`src/tks_map.vh`:
```
// Constants for the touch sensor SPI access block.
// Included by tks_spi_access.v and tks_crc16.v; definitions only.
`ifndef TKS_MAP_VH
`define TKS_MAP_VH

// ----------------------------------------------------------------------
// Locations
// ----------------------------------------------------------------------
`define TKS_LOC_TICK        8'h02
`define TKS_LOC_FAIL        8'h03
`define TKS_LOC_SCAN        8'h04
`define TKS_LOC_CMD         8'h8c
`define TKS_LOC_SETUP_FIRST 8'h8d
`define TKS_LOC_SETUP_LAST  8'hfa
`define TKS_CMD_UNLOCK      8'hfe

// ----------------------------------------------------------------------
// Count byte fields
// ----------------------------------------------------------------------
`define TKS_DIR_BIT         7
`define TKS_CNT_MSB         6

// ----------------------------------------------------------------------
// Reset values and CRC polynomial
// ----------------------------------------------------------------------
`define TKS_CNT_RESET       8'h00
`define TKS_CRC_INIT        16'hffff
`define TKS_CRC_POLY        16'h1021

// ----------------------------------------------------------------------
// Timing at 100 MHz
// ----------------------------------------------------------------------
`define TKS_CLK_MHZ         100
`define TKS_GAP_US          40
`define TKS_GAP_CYC         (`TKS_GAP_US * `TKS_CLK_MHZ)
`define TKS_TICK_MS         100
`define TKS_TICK_CYC        (`TKS_TICK_MS * 1000 * `TKS_CLK_MHZ)

`endif

```
`src/tks_crc16.v`:
```
// Bytewise 16-bit CRC engine, MSB-first, polynomial and seed parameters.
// Assumes the caller presents one byte per strobe on the same clock.
`timescale 1ns/1ps
`include "tks_map.vh"

module tks_crc16
#(
   parameter [15:0] POLY = `TKS_CRC_POLY,
   parameter [15:0] INIT = `TKS_CRC_INIT
)
(
   // Clock and reset
   input  wire        ref_clk_i,
   input  wire        rst_i,
   input  wire        ce_i,
   // Control and data
   input  wire        clear_i,
   input  wire        feed_i,
   input  wire [7:0]  byte_i,
   output wire [15:0] crc_o
);

   reg  [15:0] crc_q;
   reg  [15:0] crc_d;
   integer     i;

   // ----------------------------------------------------------------------
   // Next value, one bit per step
   // ----------------------------------------------------------------------
   always @*
   begin
      crc_d = crc_q;
      for (i = 7; i >= 0; i = i - 1)
      begin
         if (crc_d[15] ^ byte_i[i])
            crc_d = {crc_d[14:0], 1'b0} ^ POLY;
         else
            crc_d = {crc_d[14:0], 1'b0};
      end
   end

   // Clear wins over feed so a new read starts from the seed
   always @(posedge ref_clk_i or posedge rst_i)
   begin
      if (rst_i)
         crc_q <= INIT;
      else if (ce_i)
      begin
         if (clear_i)
            crc_q <= INIT;
         else if (feed_i)
            crc_q <= crc_d;
      end
   end

   assign crc_o = crc_q;

endmodule

```
`src/tks_spi_access.v`:
```
// SPI slave access protocol of a touch sensor with safety counters.
// Assumes SPI mode 0, host as master, pins sampled by ref_clk_i.
//
// Functional notes
// - Count MSB 0 writes, 1 to 127 bytes.
// - 40 us gap and ready high between bytes.
// - Write stores byte, then advances location.
// - Bytes returned during writes are undefined.
// - Count MSB 1 reads 1 to 127 bytes.
// - Read returns location, then advances location.
// - CRC follows data, low byte first.
// - CRC covers location, count, data in order.
// - Bytes during read header are undefined.
// - Full duplex, one byte back per byte.
// - Location 2 ticks every 100 ms, wraps.
// - Location 3 counts capture failures.
// - Location 4 counts scans before each starts.
// - Setups locked; unlock code unlocks; reads relock.
`timescale 1ns/1ps
`include "tks_map.vh"

module tks_spi_access
#(
   parameter TICK_CYC = `TKS_TICK_CYC
)
(
   // Clock, reset, enable
   input  wire       ref_clk_i,
   input  wire       rst_i,
   input  wire       ce_i,
   // SPI pins
   input  wire       sclk_i,
   input  wire       ss_n_i,
   input  wire       mosi_i,
   output reg        miso_o,
   output reg        byte_ready_handshake_o,
   // Device events
   input  wire       capture_fail_i,
   input  wire       scan_start_i,
   // Setup area write port
   output reg        setup_we_o,
   output reg  [7:0] setup_addr_o,
   output reg  [7:0] setup_wdata_o,
   input  wire [7:0] setup_rdata_i,
   output reg        setup_unlocked_o
);

   localparam [1:0] ST_LOC  = 2'd0;
   localparam [1:0] ST_CNT  = 2'd1;
   localparam [1:0] ST_DATA = 2'd2;
   localparam [1:0] ST_CRC  = 2'd3;
   localparam [31:0] GAP_FULL  = `TKS_GAP_CYC;      // Cut on purpose below
   localparam [31:0] TICK_FULL = TICK_CYC - 1;
   localparam [12:0] GAP_CYC   = GAP_FULL[12:0];
   localparam [23:0] TICK_LAST = TICK_FULL[23:0];

   // ----------------------------------------------------------------------
   // Pin synchronisers
   // ----------------------------------------------------------------------
   reg [2:0] sclk_s_q;
   reg [1:0] ss_s_q;
   reg [1:0] mosi_s_q;

   always @(posedge ref_clk_i or posedge rst_i)
   begin
      if (rst_i)
      begin
         sclk_s_q <= 3'h0;
         ss_s_q   <= 2'h3;
         mosi_s_q <= 2'h0;
      end
      else if (ce_i)
      begin
         sclk_s_q <= {sclk_s_q[1:0], sclk_i};
         ss_s_q   <= {ss_s_q[0], ss_n_i};
         mosi_s_q <= {mosi_s_q[0], mosi_i};
      end
   end

   // Edge detect looks only at the second and third stages
   wire sclk_rise = sclk_s_q[1] & ~sclk_s_q[2];
   wire sclk_fall = ~sclk_s_q[1] & sclk_s_q[2];
   wire ss_act    = ~ss_s_q[1];
   wire mosi_s    = mosi_s_q[1];

   // ----------------------------------------------------------------------
   // Protocol state
   // ----------------------------------------------------------------------
   reg [1:0]  st_q;
   reg [2:0]  bit_q;
   reg [7:0]  sh_in_q;
   reg [7:0]  sh_out_q;
   reg [7:0]  loc_q;
   reg [6:0]  left_q;
   reg        rd_q;
   reg        crc_hi_q;
   reg        done_q;
   reg [7:0]  done_byte_q;
   reg [12:0] gap_q;
   reg [15:0] crc_hold_q;

   wire [7:0] rx_byte = {sh_in_q[6:0], mosi_s};
   wire       byte_end = ss_act & sclk_rise & (bit_q == 3'd7);
   wire [15:0] crc_val;
   reg         crc_clr;
   reg         crc_feed;
   reg  [7:0]  crc_byte;

   // Safety counters
   reg [7:0]  tick_cnt_q;
   reg [7:0]  fail_cnt_q;
   reg [7:0]  scan_cnt_q;
   reg [23:0] tick_div_q;

   // Read mux over the internal locations; others come from the setups
   reg [7:0] rd_data;
   always @*
   begin
      case (loc_q)
         `TKS_LOC_TICK: rd_data = tick_cnt_q;
         `TKS_LOC_FAIL: rd_data = fail_cnt_q;
         `TKS_LOC_SCAN: rd_data = scan_cnt_q;
         default:       rd_data = setup_rdata_i;
      endcase
   end

   // CRC feed: seeded while idle, then location and count as they end,
   // then each data byte as it is loaded, so the low byte is ready in time
   always @*
   begin
      crc_clr  = (st_q == ST_LOC) & ~byte_end & ~done_q;
      crc_feed = byte_end & ((st_q == ST_LOC) | (st_q == ST_CNT));
      crc_byte = rx_byte;
      if (done_q & (((st_q == ST_CNT) & done_byte_q[`TKS_DIR_BIT]) |
                    ((st_q == ST_DATA) & rd_q & (left_q != 7'd1))))
      begin
         crc_feed = 1'b1;
         crc_byte = rd_data;
      end
   end

   tks_crc16 u_crc
   (
      .ref_clk_i (ref_clk_i),
      .rst_i     (rst_i),
      .ce_i      (ce_i),
      .clear_i   (crc_clr),
      .feed_i    (crc_feed),
      .byte_i    (crc_byte),
      .crc_o     (crc_val)
   );

   // ----------------------------------------------------------------------
   // Byte shifter and transaction sequencer
   // ----------------------------------------------------------------------
   // done_q marks a byte received; the next cycle acts on it, which keeps
   // the CRC update and the location step in one ordered place.
   always @(posedge ref_clk_i or posedge rst_i)
   begin
      if (rst_i)
      begin
         st_q          <= ST_LOC;
         bit_q         <= 3'd0;
         sh_in_q       <= 8'h00;
         sh_out_q      <= 8'h00;
         loc_q         <= 8'h00;
         left_q        <= 7'd0;
         rd_q          <= 1'b0;
         crc_hi_q      <= 1'b0;
         done_q        <= 1'b0;
         done_byte_q   <= 8'h00;
         gap_q         <= 13'd0;
         crc_hold_q    <= 16'h0000;
         miso_o        <= 1'b0;
         byte_ready_handshake_o <= 1'b1;
         setup_we_o    <= 1'b0;
         setup_addr_o  <= 8'h00;
         setup_wdata_o <= 8'h00;
         setup_unlocked_o <= 1'b0;
      end
      else if (ce_i)
      begin
         setup_we_o <= 1'b0;
         done_q     <= 1'b0;
         if (!ss_act)
         begin
            // Deselect aborts any transaction in progress
            st_q  <= ST_LOC;
            bit_q <= 3'd0;
         end
         else
         begin
            if (sclk_rise)
            begin
               sh_in_q <= rx_byte;
               bit_q   <= bit_q + 3'd1;
            end
            if (sclk_fall)
            begin
               sh_out_q <= {sh_out_q[6:0], 1'b0};
               miso_o   <= sh_out_q[7]; // MSB leads the byte
            end
         end
         if (byte_end)
         begin
            done_q      <= 1'b1;
            done_byte_q <= rx_byte;
            byte_ready_handshake_o <= 1'b0;
            gap_q       <= GAP_CYC;
         end
         else if (gap_q != 13'd0)
            gap_q <= gap_q - 13'd1;
         else if (!done_q)
            byte_ready_handshake_o <= 1'b1;

         if (done_q)
         begin
            case (st_q)
               ST_LOC:
               begin
                  loc_q    <= done_byte_q;
                  st_q     <= ST_CNT;
                  sh_out_q <= 8'h00;
               end
               ST_CNT:
               begin
                  rd_q   <= done_byte_q[`TKS_DIR_BIT];
                  left_q <= done_byte_q[`TKS_CNT_MSB:0];
                  if (done_byte_q[`TKS_CNT_MSB:0] == 7'd0)
                     st_q <= ST_LOC;
                  else
                     st_q <= ST_DATA;
                  if (done_byte_q[`TKS_DIR_BIT])
                  begin
                     setup_unlocked_o <= 1'b0;
                     sh_out_q <= rd_data;
                     loc_q    <= loc_q + 8'd1;
                  end
                  else
                     sh_out_q <= 8'h00;
               end
               ST_DATA:
               begin
                  left_q <= left_q - 7'd1;
                  if (rd_q)
                  begin
                     sh_out_q <= rd_data;
                     loc_q    <= loc_q + 8'd1;
                     if (left_q == 7'd1)
                     begin
                        st_q     <= ST_CRC;
                        crc_hi_q <= 1'b0;
                        // Every data byte is fed by now: low byte next
                        sh_out_q   <= crc_val[7:0];
                        crc_hold_q <= crc_val;
                     end
                  end
                  else
                  begin
                     // Store, then step the location for the next byte
                     sh_out_q <= 8'h00;
                     loc_q    <= loc_q + 8'd1;
                     if ((loc_q == `TKS_LOC_CMD) &&
                         (done_byte_q == `TKS_CMD_UNLOCK))
                        setup_unlocked_o <= 1'b1;
                     else if (setup_unlocked_o &&
                              (loc_q >= `TKS_LOC_SETUP_FIRST) &&
                              (loc_q <= `TKS_LOC_SETUP_LAST))
                     begin
                        setup_we_o    <= 1'b1;
                        setup_addr_o  <= loc_q;
                        setup_wdata_o <= done_byte_q;
                     end
                     if (left_q == 7'd1)
                        st_q <= ST_LOC;
                  end
               end
               ST_CRC:
               begin
                  crc_hi_q <= 1'b1;
                  if (crc_hi_q)
                  begin
                     st_q     <= ST_LOC;
                     sh_out_q <= 8'h00;
                  end
                  else
                     sh_out_q <= crc_hold_q[15:8];
               end
               default:
                  st_q <= ST_LOC;
            endcase
         end
      end
   end

   // ----------------------------------------------------------------------
   // Safety counters
   // ----------------------------------------------------------------------
   always @(posedge ref_clk_i or posedge rst_i)
   begin
      if (rst_i)
      begin
         tick_div_q <= 24'd0;
         tick_cnt_q <= `TKS_CNT_RESET;
         fail_cnt_q <= `TKS_CNT_RESET;
         scan_cnt_q <= `TKS_CNT_RESET;
      end
      else if (ce_i)
      begin
         if (tick_div_q == TICK_LAST)
         begin
            tick_div_q <= 24'd0;
            tick_cnt_q <= tick_cnt_q + 8'd1;
         end
         else
            tick_div_q <= tick_div_q + 24'd1;
         if (capture_fail_i)
            fail_cnt_q <= fail_cnt_q + 8'd1;
         if (scan_start_i)
            scan_cnt_q <= scan_cnt_q + 8'd1;
      end
   end

endmodule

```
`config.mk`:
```
export PLATFORM = sky130hd
export DESIGN_NAME = tks_spi_access
export DESIGN_NICKNAME = d
export VERILOG_FILES = /design/src/tks_crc16.v /design/src/tks_spi_access.v
export VERILOG_INCLUDE_DIRS = /design/src /design/src/src
export SDC_FILE = /design/constraint.sdc
export NUM_CORES = 1
export LEC_CHECK = 0
export BUFFER_PORTS_ARGS = -buffer_cell sky130_fd_sc_hd__buf_4
export CAP_MARGIN = 30
export CORE_MARGIN = 5
export CORE_UTILIZATION = 50
export DETAILED_ROUTE_END_ITERATION = 8
export HOLD_SLACK_MARGIN = 0.06
export PLACE_DENSITY = 0.75
export SLEW_MARGIN = 20
export SYNTH_ARGS = -nofsm -noshare
export SYNTH_HDL_FRONTEND = slang
export SYNTH_SLANG_ARGS = --single-unit
```
`constraint.sdc`:
```
create_clock -name ref_clk_i -period 12.7 [get_ports ref_clk_i]
set_clock_uncertainty 0.2 [all_clocks]
set_input_delay 1.905 -clock ref_clk_i [delete_from_list [all_inputs] [get_ports ref_clk_i]]
set_output_delay 1.905 -clock ref_clk_i [all_outputs]
set_load 0.05 [all_outputs]
```
# [After elaboration in Yosys (flattened, before gate mapping)]
# Cells that the tools add are included.
[word_totals] regBits=166 latch_bits=0 ram_bits=0 mem_bits_ro=0 input_bits=16 output_inout_bits=20 word_cells=176 n_memories=0
[op_classes] n_addsub=8 n_mul=0 n_div=0 order_cmp=2 eq_ne=20 shifts=0 muxes=53 n_bitwise=36 reduce_logical=31
[op_table] cell="two-way mux 13 bit" count=10
[op_table] cell="two-way mux 8 bit" count=9
[op_table] cell="one-hot mux 8 bit (3 select lines)" count=2
[op_table] cell="adder 8 x 1 -> 8 bit, second input constant" count=4
[op_table] cell="two-way mux 16 bit" count=2
[op_table] cell="one-hot mux 8 bit (4 select lines)" count=1
[op_table] cell="adder 24 x 1 -> 24 bit, second input constant" count=1
[op_table] cell="== test 24 bit, second input constant" count=1
[op_table] cell="two-way mux 24 bit" count=1
[op_table] cell="inverter 3 bit" count=8
[op_table] cell="AND reduction 3 bit" count=6
[op_table] cell="== test 8 x 2 -> 1 bit, second input constant" count=2
[op_table] cell="== test 8 bit, second input constant" count=2
[op_table] cell="two-way mux 1 bit" count=15
[op_table] cell="two-way mux 2 bit" count=7
[op_table] cell="one-hot mux 7 bit (2 select lines)" count=1
[op_table] cell="AND reduction 2 bit" count=7
[op_table] cell="nonzero test 13 bit" count=1
[op_table] cell="subtractor 13 x 1 -> 13 bit, second input constant" count=1
[op_table] cell="AND reduction 6 bit" count=2
[op_table] cell="nonzero test 2 bit" count=6
[op_table] cell="bitwise AND 1 bit" count=11
[op_table] cell="AND reduction 5 bit" count=2
[op_table] cell="== test 8 x 3 -> 1 bit, second input constant" count=1
[op_table] cell="22 further kinds" count=47

# [Logic depth before layout (Yosys ltp)]
[depth] word_depth=24 mapped_depth=11

# [Cells and area by module]
# Synthesis repeated with hierarchy kept, for this count alone.
[hier_totals] hier_cells=738 area_unflattened_um2=8091.5
[by_module_without_submodules] module="tks_spi_access" instances=1 cells_each=663 area_per_inst_um2=7105.6 seq_area_each_um2=3557.2
[by_module_without_submodules] module="tks_crc16" instances=1 cells_each=75 area_per_inst_um2=985.9 seq_area_each_um2=420.4

# [Worst setup path before layout]
# Ideal clock, no wire load.
[synth_path] path_type="in2reg" start="input ce_i" end="register done_byte_q[0]" setup_time_ps=125 arrival_time_ps=3555 required_time_ps=12375 setup_slack_ps=8820 stages=6 n_path_buf=2 cell_sequence="clkbuf_1 > nand2_1 > nor2_1 > and2_1 > clkbuf_1 > mux2_2"
[synth_via] elab_chain_len=1
[synth_rtl] item="start, declared" line_no="tks_spi_access.v:30" source="input wire ce_i,"
[synth_rtl] item="AND reduction 2 bit (no line)"
[synth_rtl] item="end signal, assigned" line_no="tks_spi_access.v:207" source="done_byte_q <= rx_byte;"
[synth_rtl] item="end, declared" line_no="tks_spi_access.v:98" source="reg [7:0] done_byte_q;"
# Every way passes these cells.
# A chain may end at the register's enable or synchronous reset.

# [Worst setup path in the final report]
[layout_path] start="input ce_i" end="register tick_cnt_q[7]"
[layout_via] elab_chain_len=1
[layout_rtl] item="AND reduction 2 bit (no line)"
[layout_rtl] item="end signal, assigned" line_no="tks_spi_access.v:304" source="tick_cnt_q <= `TKS_CNT_RESET;"
[layout_rtl] item="end signal, assigned" line_no="tks_spi_access.v:313" source="tick_cnt_q <= tick_cnt_q + 8'd1;"
[layout_rtl] item="end, declared" line_no="tks_spi_access.v:110" source="reg [7:0] tick_cnt_q;"
# Every way passes these cells.

==> impl_metrics.py <==
metrics = {
    "final_layout": {
        "area_growth_pct": 12.5,
        "drive_gt1_share_pct": 19.8,
        "fin_area_sq_mm": 0.00915,
        "final_util_pct": 57.4,
        "register_area_sq_mm": 0.00398,
        "multi_input_area_sq_mm": 0.00396,
        "diodes": 0,
        "final_nets": 834,
        "nFillCells": 1335,
    },
    "timing": {
        "fmax_mhz": 248,
        "worst_slew_pin_slew_ps": 889,
        "maxSlewViolCount": 0,
        "totalNegativeSetupSlack_ps": 0,
        "finalCriticalPeriod_ps": 4030,
        "rsz0062_at_grt": "false",
        "fin_crit_sh_pct": 31.8,
        "timing_hold_violations_final": 0,
        "finalSetupViolCount": 0,
        "maxSlewHeadroom_pct": 40.4,
    },
    "worst_setup_path": {
        "max_stage_delay_ps": 750,
        "crit_type": "in -> reg",
        "cp.arrival_ps": 4160,
        "critPathRequiredTime_ps": 12820,
        "critPathMaxFanout": 38,
        "worstSetupStartpoint": "ce_i",
        "cp_slowest_cell": "nor4_2",
        "path_buf_inv": 2,
        "path_cells": "buf_4 > nand4_1 > nor4_2 > buf_4 > nand3_1 > nor2_1 > nand3_1 > xnor2_1",
        "r2r-start": "st_q[0]$_DFFE_PP0P_",
        "end_kind": "register",
        "critPathTopFamily": "simple AND/OR/NAND/NOR gates",
        "cp-start-kind": "input pin",
    },
    "placement": {
        "dpl_cell_area_sq_mm": 0.00856,
        "dp_hpwl_um": 12300,
        "gp_congestion": 0.904,
        "io_buffers": 35,
    },
    "worst_hold_path": {
        "hp-class": "reg -> reg",
        "hold_start": "setup_addr_o[7]$_DFFE_PP0P_",
    },
    "logic_synthesis": {
        "synth_edf_count": 0,
        "synth-main-ff-cell": "dfrtp_1",
        "seq_area_frac_synth_pct": 48.9,
        "synthDistinctLibCells": 68,
        "synth_warnings": 0,
        "netlist_area_sq_mm": 0.00813,
        "syn_inst": 774,
        "synthArstFlopShare_pct": 100,
        "synth_nets": 809,
        "syn_area_per_cell_sq_um": 10.5,
        "synth-seq-cells": 158,
    },
    "detailed_routing": {
        "wl_per_cell_um": 17.3,
        "ant_nets": 0,
        "drc": 0,
        "drtPass1Iterations": 7,
        "num_vias": 5971,
        "drt_iter0_drc": 631,
        "routed_via_density": 5.81,
        "wl_um": 17800,
    },
    "floorplanning": {
        "die_x_um": 138,
        "die_h_um": 138,
        "die_area_sq_mm": 0.0189,
        "io_pins": 36,
        "start_util_pct": 51.0,
        "num_rows": 46,
        "core-area_sq_mm": 0.0159,
    },
    "clocking": {
        "cts_hold_buf": 0,
        "cts_buffers": 17,
        "cts-resized-gates": 0,
        "cts_tree": "yes",
        "clock_latency_ps": 430,
        "cts_setup_buffers": 0,
        "cts_root_buffer": "clkbuf_16",
        "clock_sinks": 158,
        "clkTransAtPathRegs_ps": 70,
        "clockBufferDepth": 2,
        "h-tree-depth": 4,
    },
    "global_routing": {
        "antenna_found_initial": 0,
        "track_usage_pct": 20.0,
        "globalRoute.totalOverflow": 0,
        "grt_max_degree": 91,
        "grt_pass1_wl_um": 29400,
        "first_global_vias": 5751,
    },
    "power_and_ir_drop": {
        "switching_share_pct": 30.0,
        "clkPwrFrac_pct": 35.7,
        "max-vdd-ir-drop_mv": 0.0996,
        "pwr-share-comb_pct": 17.3,
        "internal_power_w": 0.000959,
        "p_per_area_mw_per_mm2": 150,
        "p_sw_w": 0.000411,
        "seqPwrFrac_pct": 46.9,
        "p_leak_nw": 3.97,
    },
    "status": {
        "status": "finished clean",
    },
    "job": {
        "maxCapViolCount": 0,
    },
}
[layer usage]
layer / share of wire, % / vias to the layer above / track usage [%]
met3: 5.3 / 28 / 4.60
met4: 1.8 / 0 / 6.65
li1: - / 2842 / -
met5: 0 / - / 0
met1: 46 / 2942 / 27.5
met2: 47 / 159 / 31.2
[through the flow]
stage | total power (W) | std cells | setup WS (ps) | hold WS (ps)
after global placement | 0.000878 | 994 | 7600 | 252
final | 0.00137 | 1028 | 8670 | 271
after floorplan | 0.000826 | 774 | 6360 | 242
after CTS | 0.00138 | 1026 | 8660 | 274
after global routing | 0.00144 | 1028 | 8420 | 292
after detailed placement | 0.000887 | 994 | 8200 | 257
[placed cells by master, fill, tap and decap left out, drive strengths merged, types with 11 or more instances in the layout]
cell type  synthesis  final
a21oi             54     54
a22o              11     11
a22oi             12     12
and3              14     14
buf                8     40
clkbuf            26     19
dfrtp            139    139
dfstp             19     19
ha                19     19
inv               15     20
mux2              46     46
nand2             60     60
nand2b            19     19
nand3             35     35
nand4             11     11
nor2              65     65
nor3              12     12
o21ai             33     33
xnor2             41     41
xor2              28     28
[cell families (layout without fill, tap and decap cells)]
| group | Yosys count | after routing | share of synthesized area [%] |
|---|---|---|---|
| AND/OR/NAND/NOR | 251 | 251 | 15.3 |
| AO/OA/AOI/OAI | 173 | 173 | 14.4 |
| flip-flops | 158 | 158 | 48.9 |
| XOR/XNOR | 72 | 72 | 8.78 |
| multiplexers | 51 | 51 | 7.14 |
| buffers and inverters | 50 | 88 | 2.54 |
| adder cells (fa/ha/maj) | 19 | 19 | 2.92 |
[cell usage after synthesis (4+ instances only)]
cell type | n | area share [%]
dfrtp_1 | 139 | 43
nor2_1 | 65 | 3.0
nand2_1 | 60 | 2.8
a21oi_1 | 52 | 3.2
mux2_2 | 46 | 6.4
xnor2_1 | 39 | 4.2
nand3_1 | 35 | 2.2
o21ai_0 | 32 | 2.0
clkbuf_1 | 26 | 1.2
xor2_1 | 26 | 2.8
dfstp_2 | 19 | 6.1
ha_1 | 19 | 2.9
nand2b_1 | 19 | 1.5
inv_1 | 15 | 0.69
and3_1 | 14 | 1.1
a22oi_1 | 12 | 1.1
a22o_1 | 11 | 1.2
nand4_1 | 11 | 0.85
nor3_1 | 11 | 0.68
o22ai_1 | 9 | 0.69
o2bb2ai_1 | 9 | 0.97
a222oi_1 | 8 | 0.98
nor2b_1 | 8 | 0.62
a221oi_1 | 7 | 0.75
o2111ai_1 | 7 | 0.75
nor3b_1 | 5 | 0.46
nor4_1 | 5 | 0.38
mux2i_1 | 4 | 0.49
or2_2 | 4 | 0.31
[state kept, by name, indices dropped and copies added (netlist names), 3 cells and up]
signal         count
scan_cnt_q         8
loc_q              8
setup_addr_o       8
sh_out_q           8
tick_cnt_q         8
done_byte_q        8
crc_hold_q         8
left_q             7
setup_wdata_o      8
tick_div_q        24
bit_q              3
gap_q             13
sclk_s_q           3
sh_in_q            7
u_crc.crc_o       16
fail_cnt_q         8
[final cells by class]
class                           instances  area share [%]
Sequential cell                       158            43.5
Multi-Input combinational cell        566            43.3
Clock buffer                           19            4.73
Timing Repair Buffer                   40            3.39
Tap cell                              216            2.95
Clock inverter                         13            1.44
Inverter                               16           0.711
[power groups by stage]
| stage | Clock, W | Combinational (W) | Sequential (W) |
|---|---|---|---|
| detailed placement | 0 | 0.000236 | 0.000651 |
| CTS | 0.000500 | 0.000238 | 0.000642 |
| global placement | 0 | 0.000230 | 0.000648 |
| global route | 0.000523 | 0.000267 | 0.000655 |
| floorplan | 0 | 0.000197 | 0.000629 |
| finish | 0.000490 | 0.000237 | 0.000643 |
[worst paths after layout]
kind	endpoint	slack, ps	cells after the start
worst max-delay path	tick_cnt_q[7]$_DFFE_PP0P_	8670	8
worst min-delay path	setup_addr_o[7]$_DFFE_PP0P_	270	1
worst max register to register	u_crc.crc_o[14]$_DFFE_PP1P_	8810	7
worst min register to register	setup_addr_o[7]$_DFFE_PP0P_	270	1
max in group asynchronous	fail_cnt_q[2]$_DFFE_PP0P_	9730	4
min in group asynchronous	gap_q[2]$_DFFE_PP0P_	1430	2
Note: power is estimated with default switching activity, not from simulation.
